File: config.mk
export PLATFORM = sky130hd
export DESIGN_NAME = egress_vlan_tag_editor
export DESIGN_NICKNAME = d
export VERILOG_FILES = /design/src/design/egress_tag_pkg.sv /design/src/design/egress_vlan_tag_editor.sv /design/src/design/edit_buffer.sv
export VERILOG_INCLUDE_DIRS = /design/src /design/src/design
export SDC_FILE = /design/constraint.sdc
export NUM_CORES = 1
export LEC_CHECK = 0
export BUFFER_PORTS_ARGS = -buffer_cell sky130_fd_sc_hd__buf_2
export CAP_MARGIN = 30
export CORE_MARGIN = 1.5
export CORE_UTILIZATION = 39
export DETAILED_ROUTE_END_ITERATION = 12
export GPL_ROUTABILITY_DRIVEN = 0
export PLACE_DENSITY = 0.73
export SYNTH_ARGS = -nofsm -noshare
export SYNTH_HDL_FRONTEND = slang
export SYNTH_SLANG_ARGS = --single-unit
File: constraint.sdc
create_clock -name clock -period 3.2 [get_ports clock]
set_input_delay 0.64 -clock clock [delete_from_list [all_inputs] [get_ports clock]]
set_output_delay 0.64 -clock clock [all_outputs]
set_load 0.05 [all_outputs]
File: src/design/egress_tag_cfg.svh
// constants for the egress vlan tag editor: field positions and resets
//
// How it works
// dumb egress port passes untagged, priority and normal frames untouched
// host special tag is stripped before leaving dumb, access or hybrid ports
// access port passes untagged frames and strips priority or normal tags
// frames leaving the cpu egress port carry the host special tag
// untag instruction is three per-port bits from a vlan table entry
// hybrid: untagged frame gets tag if insert set and default untag clear
// inserted tag takes ingress or egress defaults, chosen by select bit; select clear uses ingress_prio, not ingress default prio
// hybrid: priority tag stripped when default-vid untag bit is set
// else priority tag rewritten: vid always, priority if change-prio set
// hybrid: normal tag stripped when received-vid untag bit is set
// normal tag kept unchanged when change-tag bit is clear
// normal tag kept when change-vid and change-prio are both clear
// else rewrite vid if change-vid, priority if change-prio
// each port holds a configurable default vlan id and priority
// per ingress port count every buffer or rate drop
// per ingress port count rate-limit drops alone
// several maskable interrupt sources can be raised
// any inserted, removed or rewritten tag asks for a new fcs
`ifndef EGRESS_TAG_CFG_SVH
`define EGRESS_TAG_CFG_SVH

// -------------------------------------------------------------------
// per-port egress config field, seven bits per port
// -------------------------------------------------------------------
`define CFG_TYPE_LSB        0
`define CFG_INSERT_BIT      2
`define CFG_CHANGE_TAG_BIT  3
`define CFG_CHANGE_VID_BIT  4
`define CFG_CHANGE_PRIO_BIT 5
`define CFG_SELECT_BIT      6
`define CFG_PORT_W          7

// -------------------------------------------------------------------
// default vlan id and priority word
// -------------------------------------------------------------------
`define VID_W               12
`define PRIO_W              3
`define DEF_VID_LSB         0
`define DEF_PRIO_LSB        12
`define DEF_W               15

// -------------------------------------------------------------------
// reset values
// -------------------------------------------------------------------
`define IRQ_RESET           3'h0

`endif

File: src/design/egress_tag_pkg.sv
// types shared by the egress vlan tag editor
package egress_tag_pkg;

    // egress port type, as coded in the config field
    typedef enum logic [1:0] {
        port_dumb,
        port_access,
        port_hybrid,
        port_cpu
    } port_type_t;

    // received frame classification
    typedef enum logic [1:0] {
        kind_untagged,
        kind_priority,
        kind_normal,
        kind_special
    } frame_kind_t;

    // edit applied to the outgoing frame
    typedef enum logic [2:0] {
        act_pass,
        act_insert,
        act_strip,
        act_rewrite,
        act_host_tag
    } tag_action_t;

endpackage : egress_tag_pkg

File: src/design/egress_vlan_tag_editor.sv
// egress vlan tag decision, drop counters and interrupt sources
`timescale 1ns/10ps
`include "egress_tag_cfg.svh"
module egress_vlan_tag_editor #(
    parameter int CNT_W = 32
) (
    // clock and reset
    input  wire logic                 clock,
    input  wire logic                 reset_n,
    // frame descriptor from the queues
    input  wire logic                 frame_valid,
    output logic                      frame_ready,
    input  wire logic [1:0]           frame_kind,
    input  wire logic [1:0]           ingress_port,
    input  wire logic [1:0]           egress_port,
    input  wire logic [`VID_W-1:0]    rx_vlan_identifier,
    input  wire logic [`PRIO_W-1:0]   rx_prio,
    input  wire logic [`PRIO_W-1:0]   ingress_prio,
    input  wire logic [2:0]           untag_by_default,
    input  wire logic [2:0]           untag_by_rx,
    // configuration
    input  wire logic [3*`CFG_PORT_W-1:0] egress_port_tag_config,
    input  wire logic [`DEF_W-1:0]    port0_default_vlan_prio,
    input  wire logic [`DEF_W-1:0]    port1_default_vlan_prio,
    input  wire logic [`DEF_W-1:0]    port2_default_vlan_prio,
    // edit instruction to the transmit mac
    output logic                      edit_valid,
    input  wire logic                 edit_ready,
    output logic [2:0]                edit_action,
    output logic [`VID_W-1:0]         edit_vlan_identifier,
    output logic [`PRIO_W-1:0]        edit_prio,
    output logic [1:0]                edit_port,
    output logic                      fcs_regen,
    // drop events per ingress port
    input  wire logic [2:0]           buffer_drop,
    input  wire logic [2:0]           rate_drop,
    input  wire logic                 count_clear,
    // drop counters
    output logic [CNT_W-1:0]          port0_total_drop_count,
    output logic [CNT_W-1:0]          port1_total_drop_count,
    output logic [CNT_W-1:0]          port2_total_drop_count,
    output logic [CNT_W-1:0]          port0_rate_drop_count,
    output logic [CNT_W-1:0]          port1_rate_drop_count,
    output logic [CNT_W-1:0]          port2_rate_drop_count,
    // interrupt sources
    input  wire logic [2:0]           irq_mask,
    output logic [2:0]                irq_sources
);

    initial begin
        if (CNT_W < 1 || CNT_W > 64) begin
            $error("CNT_W must lie in 1..64");
        end
    end

    // -------------------------------------------------------------------
    // lookup helpers
    // -------------------------------------------------------------------

    // config bits of one egress port, port 3 reads as dumb
    function automatic logic [`CFG_PORT_W-1:0] port_cfg(
        input logic [3*`CFG_PORT_W-1:0] all,
        input logic [1:0]               p
    );
        case (p)
            2'h0: port_cfg = all[0 +: `CFG_PORT_W];
            2'h1: port_cfg = all[`CFG_PORT_W +: `CFG_PORT_W];
            2'h2: port_cfg = all[2*`CFG_PORT_W +: `CFG_PORT_W];
            default: port_cfg = '0;
        endcase
    endfunction : port_cfg

    // default vid and priority of one port
    function automatic logic [`DEF_W-1:0] port_def(
        input logic [`DEF_W-1:0] d0,
        input logic [`DEF_W-1:0] d1,
        input logic [`DEF_W-1:0] d2,
        input logic [1:0]        p
    );
        case (p)
            2'h0: port_def = d0;
            2'h1: port_def = d1;
            2'h2: port_def = d2;
            default: port_def = '0;
        endcase
    endfunction : port_def

    // per-port untag bit of an instruction
    function automatic logic untag_bit(
        input logic [2:0] instr,
        input logic [1:0] p
    );
        untag_bit = (p == 2'h3) ? 1'b0 : instr[p];
    endfunction : untag_bit

    // -------------------------------------------------------------------
    // tag decision
    // -------------------------------------------------------------------
    logic [`CFG_PORT_W-1:0]            ecfg;
    egress_tag_pkg::port_type_t        etype;
    egress_tag_pkg::frame_kind_t       fkind;
    logic [`DEF_W-1:0]                 idef;
    logic [`DEF_W-1:0]                 edef;
    logic [`VID_W-1:0]                 sel_vid;
    logic [`PRIO_W-1:0]                sel_prio;
    logic                              untag_def;
    logic                              untag_rx;
    logic                              chg_vid;
    logic                              chg_prio;
    egress_tag_pkg::tag_action_t       dec_action;
    logic [`VID_W-1:0]                 dec_vid;
    logic [`PRIO_W-1:0]                dec_prio;

    // defaults and untag bits of the frame's ports
    assign ecfg      = port_cfg(egress_port_tag_config, egress_port);
    assign etype     = egress_tag_pkg::port_type_t'(
                           ecfg[`CFG_TYPE_LSB +: 2]);
    assign fkind     = egress_tag_pkg::frame_kind_t'(frame_kind);
    assign idef      = port_def(port0_default_vlan_prio,
                           port1_default_vlan_prio,
                           port2_default_vlan_prio, ingress_port);
    assign edef      = port_def(port0_default_vlan_prio,
                           port1_default_vlan_prio,
                           port2_default_vlan_prio, egress_port);
    assign untag_def = untag_bit(untag_by_default, egress_port);
    assign untag_rx  = untag_bit(untag_by_rx, egress_port);
    assign chg_vid   = ecfg[`CFG_CHANGE_VID_BIT];
    assign chg_prio  = ecfg[`CFG_CHANGE_PRIO_BIT];

    // select bit set takes egress defaults, clear takes ingress values
    assign sel_vid  = ecfg[`CFG_SELECT_BIT]
                    ? edef[`DEF_VID_LSB +: `VID_W]
                    : idef[`DEF_VID_LSB +: `VID_W];
    assign sel_prio = ecfg[`CFG_SELECT_BIT]
                    ? edef[`DEF_PRIO_LSB +: `PRIO_W]
                    : ingress_prio;

    // action per egress type and frame kind
    always_comb begin
        dec_action = egress_tag_pkg::act_pass;
        dec_vid    = rx_vlan_identifier;
        dec_prio   = rx_prio;
        if (etype == egress_tag_pkg::port_cpu) begin
            if (fkind != egress_tag_pkg::kind_special) begin
                dec_action = egress_tag_pkg::act_host_tag;
            end
        end else if (fkind == egress_tag_pkg::kind_special) begin
            dec_action = egress_tag_pkg::act_strip;
        end else begin
            case (etype)
                egress_tag_pkg::port_dumb: begin
                    dec_action = egress_tag_pkg::act_pass;
                end
                egress_tag_pkg::port_access: begin
                    if (fkind != egress_tag_pkg::kind_untagged) begin
                        dec_action = egress_tag_pkg::act_strip;
                    end
                end
                egress_tag_pkg::port_hybrid: begin
                    case (fkind)
                        egress_tag_pkg::kind_untagged: begin
                            if (ecfg[`CFG_INSERT_BIT] && !untag_def) begin
                                dec_action = egress_tag_pkg::act_insert;
                                dec_vid    = sel_vid;
                                dec_prio   = sel_prio;
                            end
                        end
                        egress_tag_pkg::kind_priority: begin
                            if (untag_def) begin
                                dec_action = egress_tag_pkg::act_strip;
                            end else begin
                                dec_action = egress_tag_pkg::act_rewrite;
                                dec_vid    = sel_vid;
                                if (chg_prio) begin
                                    dec_prio = sel_prio;
                                end
                            end
                        end
                        egress_tag_pkg::kind_normal: begin
                            if (untag_rx) begin
                                dec_action = egress_tag_pkg::act_strip;
                            end else if (!ecfg[`CFG_CHANGE_TAG_BIT]) begin
                                dec_action = egress_tag_pkg::act_pass;
                            end else if (!chg_vid && !chg_prio) begin
                                dec_action = egress_tag_pkg::act_pass;
                            end else begin
                                dec_action = egress_tag_pkg::act_rewrite;
                                if (chg_vid) begin
                                    dec_vid = sel_vid;
                                end
                                if (chg_prio) begin
                                    dec_prio = sel_prio;
                                end
                            end
                        end
                        default: begin
                            dec_action = egress_tag_pkg::act_pass;
                        end
                    endcase
                end
                default: begin
                    dec_action = egress_tag_pkg::act_pass;
                end
            endcase
        end
    end

    // -------------------------------------------------------------------
    // edit buffer toward the transmit mac
    // -------------------------------------------------------------------
    localparam int EW = 3 + `VID_W + `PRIO_W + 2 + 1;

    logic          dec_fcs;
    logic [EW-1:0] push_word;
    logic [EW-1:0] pop_word;

    // any tag change needs a fresh frame check sequence
    assign dec_fcs   = (dec_action != egress_tag_pkg::act_pass);
    assign push_word = {dec_action, dec_vid, dec_prio, egress_port, dec_fcs};

    edit_buffer #(
        .WIDTH     (EW),
        .DEPTH     (2)
    ) u_buffer (
        .clock     (clock),
        .reset_n   (reset_n),
        .in_valid  (frame_valid),
        .in_ready  (frame_ready),
        .in_data   (push_word),
        .out_valid (edit_valid),
        .out_ready (edit_ready),
        .out_data  (pop_word)
    );

    // unpack the buffered instruction
    assign {edit_action, edit_vlan_identifier, edit_prio,
            edit_port, fcs_regen} = pop_word;

    // -------------------------------------------------------------------
    // drop counters
    // -------------------------------------------------------------------
    logic [CNT_W-1:0] total_q [3];
    logic [CNT_W-1:0] rate_q  [3];

    // event beats clear: a drop in the clear cycle counts as one
    function automatic logic [CNT_W-1:0] next_count(
        input logic [CNT_W-1:0] cur,
        input logic             hit,
        input logic             clr
    );
        if (hit) begin
            next_count = clr ? CNT_W'(1) : CNT_W'(cur + 1'b1);
        end else begin
            next_count = clr ? '0 : cur;
        end
    endfunction : next_count

    // total drops include rate drops
    always_ff @(posedge clock or negedge reset_n) begin
        if (!reset_n) begin
            for (int i = 0; i < 3; i++) begin
                total_q[i] <= '0;
            end
        end else begin
            for (int i = 0; i < 3; i++) begin
                total_q[i] <= next_count(total_q[i],
                    buffer_drop[i] | rate_drop[i], count_clear);
            end
        end
    end

    // rate-limit drops alone
    always_ff @(posedge clock or negedge reset_n) begin
        if (!reset_n) begin
            for (int i = 0; i < 3; i++) begin
                rate_q[i] <= '0;
            end
        end else begin
            for (int i = 0; i < 3; i++) begin
                rate_q[i] <= next_count(rate_q[i], rate_drop[i],
                    count_clear);
            end
        end
    end

    assign port0_total_drop_count = total_q[0];
    assign port1_total_drop_count = total_q[1];
    assign port2_total_drop_count = total_q[2];
    assign port0_rate_drop_count  = rate_q[0];
    assign port1_rate_drop_count  = rate_q[1];
    assign port2_rate_drop_count  = rate_q[2];

    // -------------------------------------------------------------------
    // interrupt sources
    // -------------------------------------------------------------------

    // one masked pulse per port drop event
    always_ff @(posedge clock or negedge reset_n) begin
        if (!reset_n) begin
            irq_sources <= `IRQ_RESET;
        end else begin
            irq_sources <= (buffer_drop | rate_drop) & irq_mask;
        end
    end

    logic push_fire;
    assign push_fire = frame_valid & frame_ready;
endmodule : egress_vlan_tag_editor

File: src/design/edit_buffer.sv
// two-entry buffer with valid and ready on both sides
`timescale 1ns/10ps
module edit_buffer #(
    parameter int WIDTH = 21,
    parameter int DEPTH = 2
) (
    // clock and reset
    input  wire logic             clock,
    input  wire logic             reset_n,
    // filling side
    input  wire logic             in_valid,
    output logic                  in_ready,
    input  wire logic [WIDTH-1:0] in_data,
    // draining side
    output logic                  out_valid,
    input  wire logic             out_ready,
    output logic      [WIDTH-1:0] out_data
);

    // -------------------------------------------------------------------
    // storage and pointers
    // -------------------------------------------------------------------
    localparam int PW = (DEPTH > 1) ? $clog2(DEPTH) : 1;

    logic [WIDTH-1:0] mem_q [DEPTH];
    logic [PW-1:0]    wr_q;
    logic [PW-1:0]    rd_q;
    logic [PW:0]      fill_q;
    logic             push;
    logic             pop;

    initial begin
        if (DEPTH < 2 || WIDTH < 1) begin
            $error("edit_buffer needs DEPTH >= 2 and WIDTH >= 1");
        end
    end

    // honest full and empty from the fill count
    assign in_ready  = (fill_q != (PW+1)'(DEPTH));
    assign out_valid = (fill_q != '0);
    assign out_data  = mem_q[rd_q];
    assign push      = in_valid & in_ready;
    assign pop       = out_valid & out_ready;

    // pointer wrap
    function automatic logic [PW-1:0] bump(input logic [PW-1:0] p);
        bump = (p == PW'(DEPTH - 1)) ? '0 : PW'(p + 1'b1);
    endfunction : bump

    // storage, not reset: out_valid masks stale words
    always_ff @(posedge clock) begin
        if (push) begin
            mem_q[wr_q] <= in_data;
        end
    end

    // write side
    always_ff @(posedge clock or negedge reset_n) begin
        if (!reset_n) begin
            wr_q <= '0;
        end else if (push) begin
            wr_q <= bump(wr_q);
        end
    end

    // read side
    always_ff @(posedge clock or negedge reset_n) begin
        if (!reset_n) begin
            rd_q <= '0;
        end else if (pop) begin
            rd_q <= bump(rd_q);
        end
    end

    // occupancy
    always_ff @(posedge clock or negedge reset_n) begin
        if (!reset_n) begin
            fill_q <= '0;
        end else if (push && !pop) begin
            fill_q <= fill_q + 1'b1;
        end else if (pop && !push) begin
            fill_q <= fill_q - 1'b1;
        end
    end

endmodule : edit_buffer

==> results.toml, run 1 <==
[cts]
clock-sinks = 241
path_clk_slew_ps = 60
cts_made_buffers = 28
clock_latency_ps = 540
clk_path_buf_depth = 3
postCtsHoldBufs = 0
post-cts-setup-buffer-count = 0
cts_tree = "built"
cts_resized = 0
htree_levels = 1
root_buffer = "clkbuf_16"

[worst_setup_path]
path_class = "reg2out"
cp_cell_sequence = "buf_4 > mux2_2 > buf_2"
critPathBufInv = 2
arrival_ps = 1900
critPathLaunchType = "flip-flop"
end_kind = "output pin"
critical_path.max_stage_delay_ps = 430
critPathRequiredTime_ps = 2560
cp_top_family = "buffers and inverters"
cp_num_cells = 3
r2r_cells = 6
cp_slowest_cell = "dfrtp_1"
crit_fanout = 19

[synth]
synth-seq-cells = 241
async_flop_share = 0.826
synth-edff-count = 42
muxShareOfSynthArea = 0.0655
seq_area_frac_synth = 0.491
synth_compound_area_frac = 0.0695
ys_warn_count = 0
synth_top_area_cell = "dfrtp_1"
synth_cell_type_count = 63
synth.area.top_cells = "dfrtp_1 (39%), edfxtp_1 (9.9%), nor2_1 (6.1%), xnor2_1 (6.1%), xor2_1 (4.4%)"
synth.net_count = 1398
synth_xor_area_frac = 0.105
syn-cell-area_um2 = 12700
synth_top_family_by_area = "simple AND/OR/NAND/NOR gates"
yosys.area_share.simple = 0.231
synth-main-ff-cell = "dfrtp_1"
post_synth.cell_area_avg_um2 = 9.96
synthAdderAreaFrac = 0.00983
synth_top_area_share = 0.391
postSynthCellCount = 1278

[power]
combPwrFrac = 0.196
leakage_nw = 7.17
internal_power_mw = 5.92
p_seq_frac = 0.405
p_switching_mw = 2.55
ir_drop_mv = 0.684
clock_power_share = 0.399
power_density_nw_per_um2 = 534
swShare = 0.301

[floorplanning]
fp.dieH_um = 184
rows = 65
die_area_um2 = 33700
coreArea_um2 = 31800
start_util = 0.400
die_w_um = 184
pin_count = 328

[global_route]
grt_max_degree = 88
antenna_found_initial = 1
grt_pass1_wl_mm = 53.8
grt_usage = 0.195
grt_overflow = 0
grt_pass1_vias = 10400

[timing]
maxSlewViolCount = 0
grt_setup_unrepaired = "no"
max-slew-margin-rel = 0.376
period_minus_slack_ps = 2540
setup_violations = 0
finClkSkew_ps = 10.6
fin_crit_sh = 0.795
fmax_ghz = 0.393
finalSetupTns_ps = 0
worst_slew_pin_slew_ps = 929
finalHoldViolations = 0

[cells_and_area]
fin_util = 0.499
drive_gt1_frac = 0.275
nNetsFinal = 1715
layout.cells.non_filler = 2053
fillers = 2908
syn2layout_area_growth_pct = 24.6

[route]
drtIter0Drc = 596
via_per_inst = 5.27
dr.pass1.iters = 5
wl_per_cell_um = 16.5
remaining_drc_errors = 0
final_antenna_net_count = 0
dr_total_vias = 10800
routed_wl_mm = 33.8

[run]
maxCapViolCount = 0

[placed_design]
hpwl_mm = 24.4
dp.cells = 2000
port_buffers = 327

[run_status]
status = "completed"

[hold_path]
hold_class = "in2async"
## cell families after synthesis
logic type,Yosys count
and+or+nand+nor,564
DFF,241
xor gates and xnor gates,152
AOI/OAI and AO/OA,143
buffers and inverters,90
muxes,78
adders and majority gates,10
## registers in the layout (all words and copies together), names as in the netlist
name,flops
port0_total_drop_count,32
port2_rate_drop_count,32
u_buffer.rd_q,1
port0_rate_drop_count,32
u_buffer.mem_q,42
port1_rate_drop_count,32
port2_total_drop_count,32
u_buffer.fill_q,2
u_buffer.wr_q,1
irq_sources,3
port1_total_drop_count,32
## metal layers
layer	share of wire	vias to the layer above	GRT usage
met3	0.067	74	0.0430
li1	-	5169	-
met1	0.43	5268	0.249
met2	0.47	300	0.325
met4	0.035	0	0.0698
met5	0	-	0
## cells in the mapped netlist (33+ instances only)
library cell  number
edfxtp_1          42
a21oi_1           65
clkbuf_1          33
nor3_1            33
nor2_1           206
mux2i_1           36
nand4_1           51
inv_1             33
xnor2_1           88
xor2_1            64
nand3_1           48
dfrtp_1          199
nand2_1           68
## placed cells by master (no fill, tap or decap), types with 3 or more instances in the layout
| master | n |
|---|---|
| mux2i_1 | 36 |
| and3_1 | 14 |
| o21ai_0 | 26 |
| a21oi_1 | 65 |
| or4_1 | 5 |
| nor3_1 | 33 |
| ha_1 | 10 |
| nand4_1 | 51 |
| a211oi_1 | 13 |
| nand2_1 | 68 |
| or3_1 | 25 |
| mux2_1 | 19 |
| nor2_1 | 205 |
| a31o_2 | 4 |
| nor4_1 | 31 |
| nand3_1 | 48 |
| and4_1 | 22 |
| o21ai_1 | 7 |
| o31ai_1 | 4 |
| edfxtp_1 | 42 |
| clkinv_2 | 8 |
| dfrtp_1 | 199 |
| clkbuf_1 | 3 |
| clkbuf_8 | 6 |
| nor4_2 | 9 |
| clkbuf_16 | 29 |
| buf_12 | 4 |
| nor2b_1 | 18 |
| mux2_2 | 23 |
| and2_1 | 7 |
| buf_2 | 325 |
| buf_4 | 13 |
| bufinv_16 | 4 |
| xor2_1 | 64 |
| nand2b_1 | 9 |
| a21o_1 | 6 |
| xnor2_1 | 88 |
| inv_1 | 33 |
## per-stage QoR
step                power [mW]  hold WS (ps)  setup slack, ps  instance area, um^2
finish                    8.46          70.6              657                15900
global route              8.80          84.5              569                15900
floorplan                 4.65           344             1.18                12700
global placement          5.12           480              345                14900
CTS                       8.56          78.3              613                15900
detailed placement        5.15           484              271                14900
## power groups by stage
stage                     Sequential, mW  Clock [mW]  Combinational [mW]
after floorplan                     3.58           0                1.07
after global placement              3.48           0                1.64
after detailed placement            3.48           0                1.67
after CTS                           3.43        3.46                1.67
after global routing                3.45        3.59                1.76
final                               3.43        3.38                1.66
## path summary, 6_finish.rpt
check / end / slack, ps / from
worst max-delay path: edit_action[1] / 660 / u_buffer.rd_q
worst min-delay path: port0_rate_drop_count[20] / 70 / reset_n
worst min register to register: u_buffer.fill_q[1] / 490 / u_buffer.fill_q[1]
worst max register to register: port1_total_drop_count[28] / 980 / port1_total_drop_count[0]
min in group clock: irq_sources[2] / 320 / irq_mask[2]
max in group asynchronous: port0_total_drop_count[23] / 2270 / reset_n
## final cells by class
cell class              instances  area (um^2)  share of cell area
inverters                      33          124             0.00781
flip-flops and latches        241         6240               0.394
clock buffers                  37          806              0.0508
well taps                     435          544              0.0343
clock inverters                15          185              0.0117
diodes                          1         2.50            0.000158
multi-input cells             947         6120               0.386
repair buffers                344         1830               0.115
Note: power is estimated with default switching activity, not from simulation.
==> inputs of run 2 (changes only) <==
- clock period: 3.2 -> 2.6 ns (I/O delays scaled with it)
==> run 2 against run 1 <==
  * Hold slack worse by 62 ps
  * Clock power rose by 8.6%
  * Sequential power rose by 23%
  * Global-route usage increased by 0.86 points
  * Highest routed layer unchanged
  * Via count is 2.0% higher
  * Utilization rose by 0.44 points
  * Largest cell class unchanged
  * Critical endpoint is now edit_prio[0]
  * First-iteration DRC count up 5.7%
  * Register-to-register slack got worse by 600 ps
  * Sequential cell count unchanged
==> results.toml, run 2 (synthesis gave the netlist of run 1 again) <==
[run_status]
status = "completed"

[power]
ir_drop_mv = 0.419
power_density_nw_per_um2 = 625
clock_power_share = 0.368
swShare = 0.310
internal_power_mw = 6.89
combPwrFrac = 0.210
p_seq_frac = 0.422
leakage_nw = 7.29
power.total_mw = 9.99
p_switching_mw = 3.10

[timing]
fin_crit_sh = 0.891
finClkSkew_ps = 20.4
setup_violations = 0
worst_slew_pin_slew_ps = 888
period_minus_slack_ps = 2320
max-slew-margin-rel = 0.407
setup_ws_ps = 283
finalHoldViolations = 0
whs_ps = 8.40
fmax_ghz = 0.432
finalSetupTns_ps = 0
grt_setup_unrepaired = "no"
maxSlewViolCount = 0

[cells_and_area]
final_common_cell = "buf_2"
seqCellArea_um2 = 6240
nNetsFinal = 1740
largest_reg_flops = 42
syn2layout_area_growth_pct = 25.7
drive_gt1_frac = 0.289
fin_util = 0.503
most-common-layout-cells = "buf_2 (325), nor2_1 (205), dfrtp_1 (199)"
multi_input_area_um2 = 6180
top_register = "u_buffer.mem_q"
fillers = 2874
diodes = 0

[placed_design]
port_buffers = 327
pre_cts_ws_ps = -65.5
hpwl_mm = 26.0

[run]
maxCapViolCount = 0

[floorplanning]
fp.dieH_um = 184
coreArea_um2 = 31800
pin_count = 328
die_w_um = 184
start_util = 0.400
die_area_um2 = 33700
rows = 65

[cts]
postCtsHoldBufs = 0
cts_tree = "built"
cts_resized = 0
path_clk_slew_ps = 60
root_buffer = "clkbuf_16"
clk_path_buf_depth = 3
clock-sinks = 241
cts_made_buffers = 27
htree_levels = 1
post-cts-setup-buffer-count = 0
clock_latency_ps = 540

[worst_setup_path]
r2r_cells = 4
r2r-end = "port1_rate_drop_count[31]"
critical_path.max_stage_delay_ps = 430
arrival_ps = 1800
r2r_start = "port1_rate_drop_count[4]"
path_class = "reg2out"
end_kind = "output pin"
cp_slowest_cell = "mux2_2"
reg2reg_setup_slack_ps = 380
critPathBufInv = 2
crit_fanout = 22
critPathRequiredTime_ps = 2080
cp_top_family = "buffers and inverters"
cp_cell_sequence = "buf_4 > mux2_2 > buf_2"
critPathLaunchType = "flip-flop"

[route]
remaining_drc_errors = 0
wl_per_cell_um = 16.8
final_antenna_net_count = 0
dr.pass1.iters = 5
drtIter0Drc = 630
routed_wl_mm = 34.9
via_per_inst = 5.31
dr_total_vias = 11000

[global_route]
grt_max_degree = 72
grt_pass1_wl_mm = 56.1
antenna_found_initial = 0
grt_usage = 0.204
grt_overflow = 0
grt_pass1_vias = 10800

[hold_path]
hold_class = "in2async"
-- run 2: how the worst max path moves through the flow --
stage / startpoint / to / slack [ps] / cells past startpoint
detailed placement: egress_port[0] / u_buffer.mem_q[1][17] / -70 / 7
floorplan: egress_port[0] / u_buffer.mem_q[0][10] / -30 / 11
global placement: egress_port[0] / u_buffer.mem_q[0][6] / 20 / 7
global route: u_buffer.rd_q / edit_prio[0] / 200 / 3
CTS: u_buffer.rd_q / edit_prio[0] / 220 / 3
finish: u_buffer.rd_q / edit_prio[0] / 280 / 3
-- run 2: power groups by stage --
stage,clock [mW],sequential (mW),combinational (mW)
floorplan,0,4.41,1.34
global placement,0,4.27,2.10
detailed placement,0,4.28,2.12
CTS,3.79,4.22,2.13
global route,3.93,4.24,2.24
finish,3.67,4.22,2.10
-- run 2: routing by layer --
metal	track usage	wire length (um)
met1	0.253	14300
met2	0.343	16500
met3	0.0410	2600
met4	0.0892	1570
met5	0	0
-- run 2: final cells by class --
class / count / area share
well taps: 435 / 0.0340
clock inverters: 10 / 0.00508
inverters: 33 / 0.00774
multi-input cells: 947 / 0.387
clock buffers: 39 / 0.0482
flip-flops and latches: 241 / 0.390
repair buffers: 370 / 0.128
-- run 2: through the flow --
stage          cells  instance area (um^2)
2_1_floorplan   1278                 12800
6_report        2075                 16000
4_1_cts         2075                 16000
3_5_place_dp    2026                 15100
3_3_place_gp    2026                 15100
5_1_grt         2075                 16000
==> inputs of run 3 (changes only) <==
- MAX_ROUTING_LAYER: default -> met4
==> run 3 against run 2 <==
  * Clock skew down 1.1 ps
  * Worst setup slack better by 1.7 ps
  * Clock power about the same
  * Via count about the same
  * Hold slack worse by 4.7 ps
  * Final cell count unchanged
  * First-iteration DRC count up 5.9%
==> results.toml, run 3 (synthesis gave the netlist of run 1 again) <==
[run_status]
status = "completed"

[cells_and_area]
diodes = 0
layout.cells.non_filler = 2075
final_common_cell = "buf_2"
seqCellArea_um2 = 6240
most-common-layout-cells = "buf_2 (325), nor2_1 (205), dfrtp_1 (199)"
drive_gt1_frac = 0.289
top_register = "u_buffer.mem_q"
largest_reg_flops = 42
fillers = 2874
multi_input_area_um2 = 6180
syn2layout_area_growth_pct = 25.7
fin_area_um2 = 16000
nNetsFinal = 1740

[route]
remaining_drc_errors = 0
final_antenna_net_count = 0
drtIter0Drc = 667
via_per_inst = 5.32
dr.pass1.iters = 5
dr_total_vias = 11000
routed_wl_mm = 35.0
wl_per_cell_um = 16.9

[cts]
cts_made_buffers = 27
htree_levels = 1
clock_latency_ps = 540
root_buffer = "clkbuf_16"
post-cts-setup-buffer-count = 0
postCtsHoldBufs = 0
clk_path_buf_depth = 3
clock-sinks = 241
cts_tree = "built"
cts_resized = 0
path_clk_slew_ps = 60

[worst_setup_path]
r2r-end = "port1_rate_drop_count[31]"
arrival_ps = 1800
cp_slowest_cell = "mux2_2"
critical_path.max_stage_delay_ps = 430
cp_top_family = "buffers and inverters"
crit_fanout = 22
crit_path_end = "edit_prio[0]"
cp_cell_sequence = "buf_4 > mux2_2 > buf_2"
critPathBufInv = 2
reg2reg_setup_slack_ps = 370
r2r_cells = 4
startpoint = "u_buffer.rd_q"
critPathLaunchType = "flip-flop"
r2r_start = "port1_rate_drop_count[4]"
cp_num_cells = 3
path_class = "reg2out"
critPathRequiredTime_ps = 2080
end_kind = "output pin"

[timing]
fmax_ghz = 0.432
maxSlewViolCount = 0
setup_violations = 0
max-slew-margin-rel = 0.413
grt_setup_unrepaired = "no"
finalHoldViolations = 0
finClkSkew_ps = 19.3
period_minus_slack_ps = 2320
fin_crit_sh = 0.891
worst_slew_pin_slew_ps = 878

[placed_design]
dp.cells = 2026
hpwl_mm = 26.0
port_buffers = 327
place_area_um2 = 15100

[floorplanning]
die_w_um = 184
pin_count = 328
fp.dieH_um = 184
rows = 65
die_area_um2 = 33700
coreArea_um2 = 31800
start_util = 0.400

[power]
ir_drop_mv = 0.421
power_density_nw_per_um2 = 625
leakage_nw = 7.29

[global_route]
grt_max_degree = 72
grt_usage = 0.210
grt_pass1_vias = 10800
antenna_found_initial = 0
grt_pass1_wl_mm = 56.1
grt_overflow = 0

[run]
maxCapViolCount = 0

[hold_path]
hold_class = "in2async"
## run 3: cell counts in the layout (fill, tap and decap cells not counted)
Identical to the previous run, type by type.
## run 3: power breakdown
part	leakage, nW	total [mW]	switching [mW]	internal [mW]
Combinational	3.73	2.10	1.47	0.637
Sequential	3.14	4.22	0.109	4.11
Clock	0.416	3.68	1.53	2.15
Total	7.29	10.0	3.11	6.89
## run 3: how the worst min path moves through the flow
stage	depth (start not counted)	to	from	slack [ps]
floorplan	0	irq_sources[0]	reset_n	220
global placement	1	u_buffer.fill_q[1]	u_buffer.fill_q[1]	480
detailed placement	1	u_buffer.fill_q[1]	u_buffer.fill_q[1]	480
CTS	1	port2_total_drop_count[18]	reset_n	20
global route	1	port2_total_drop_count[21]	reset_n	40
finish	1	port2_total_drop_count[18]	reset_n	4
## run 3: final cells by class
type | count | area share
Sequential cell | 241 | 0.390
Multi-Input combinational cell | 947 | 0.387
Timing Repair Buffer | 370 | 0.128
Clock buffer | 39 | 0.0482
Tap cell | 435 | 0.0340
Inverter | 33 | 0.00774
Clock inverter | 10 | 0.00508
## run 3: metrics by stage
| step | total power [mW] | hold WS [ps] | setup TNS, ps | setup WS, ps | util |
|---|---|---|---|---|---|
| floorplan | 5.75 | 224 | -559 | -27.9 | - |
| global placement | 6.37 | 481 | 0 | 20.4 | 0.476 |
| detailed placement | 6.41 | 484 | -737 | -65.5 | 0.476 |
| CTS | 10.1 | 17.2 | 0 | 221 | 0.503 |
| global route | 10.4 | 37.3 | 0 | 203 | 0.503 |
| finish | 10.0 | 3.74 | 0 | 284 | 0.503 |
## run 3: routing by layer
metal | up-vias | share of wire | GRT usage
met5 | - | 0 | -
met4 | 0 | 0.044 | 0.0892
met3 | 95 | 0.070 | 0.0388
met2 | 410 | 0.47 | 0.344
met1 | 5328 | 0.41 | 0.254
li1 | 5200 | - | -
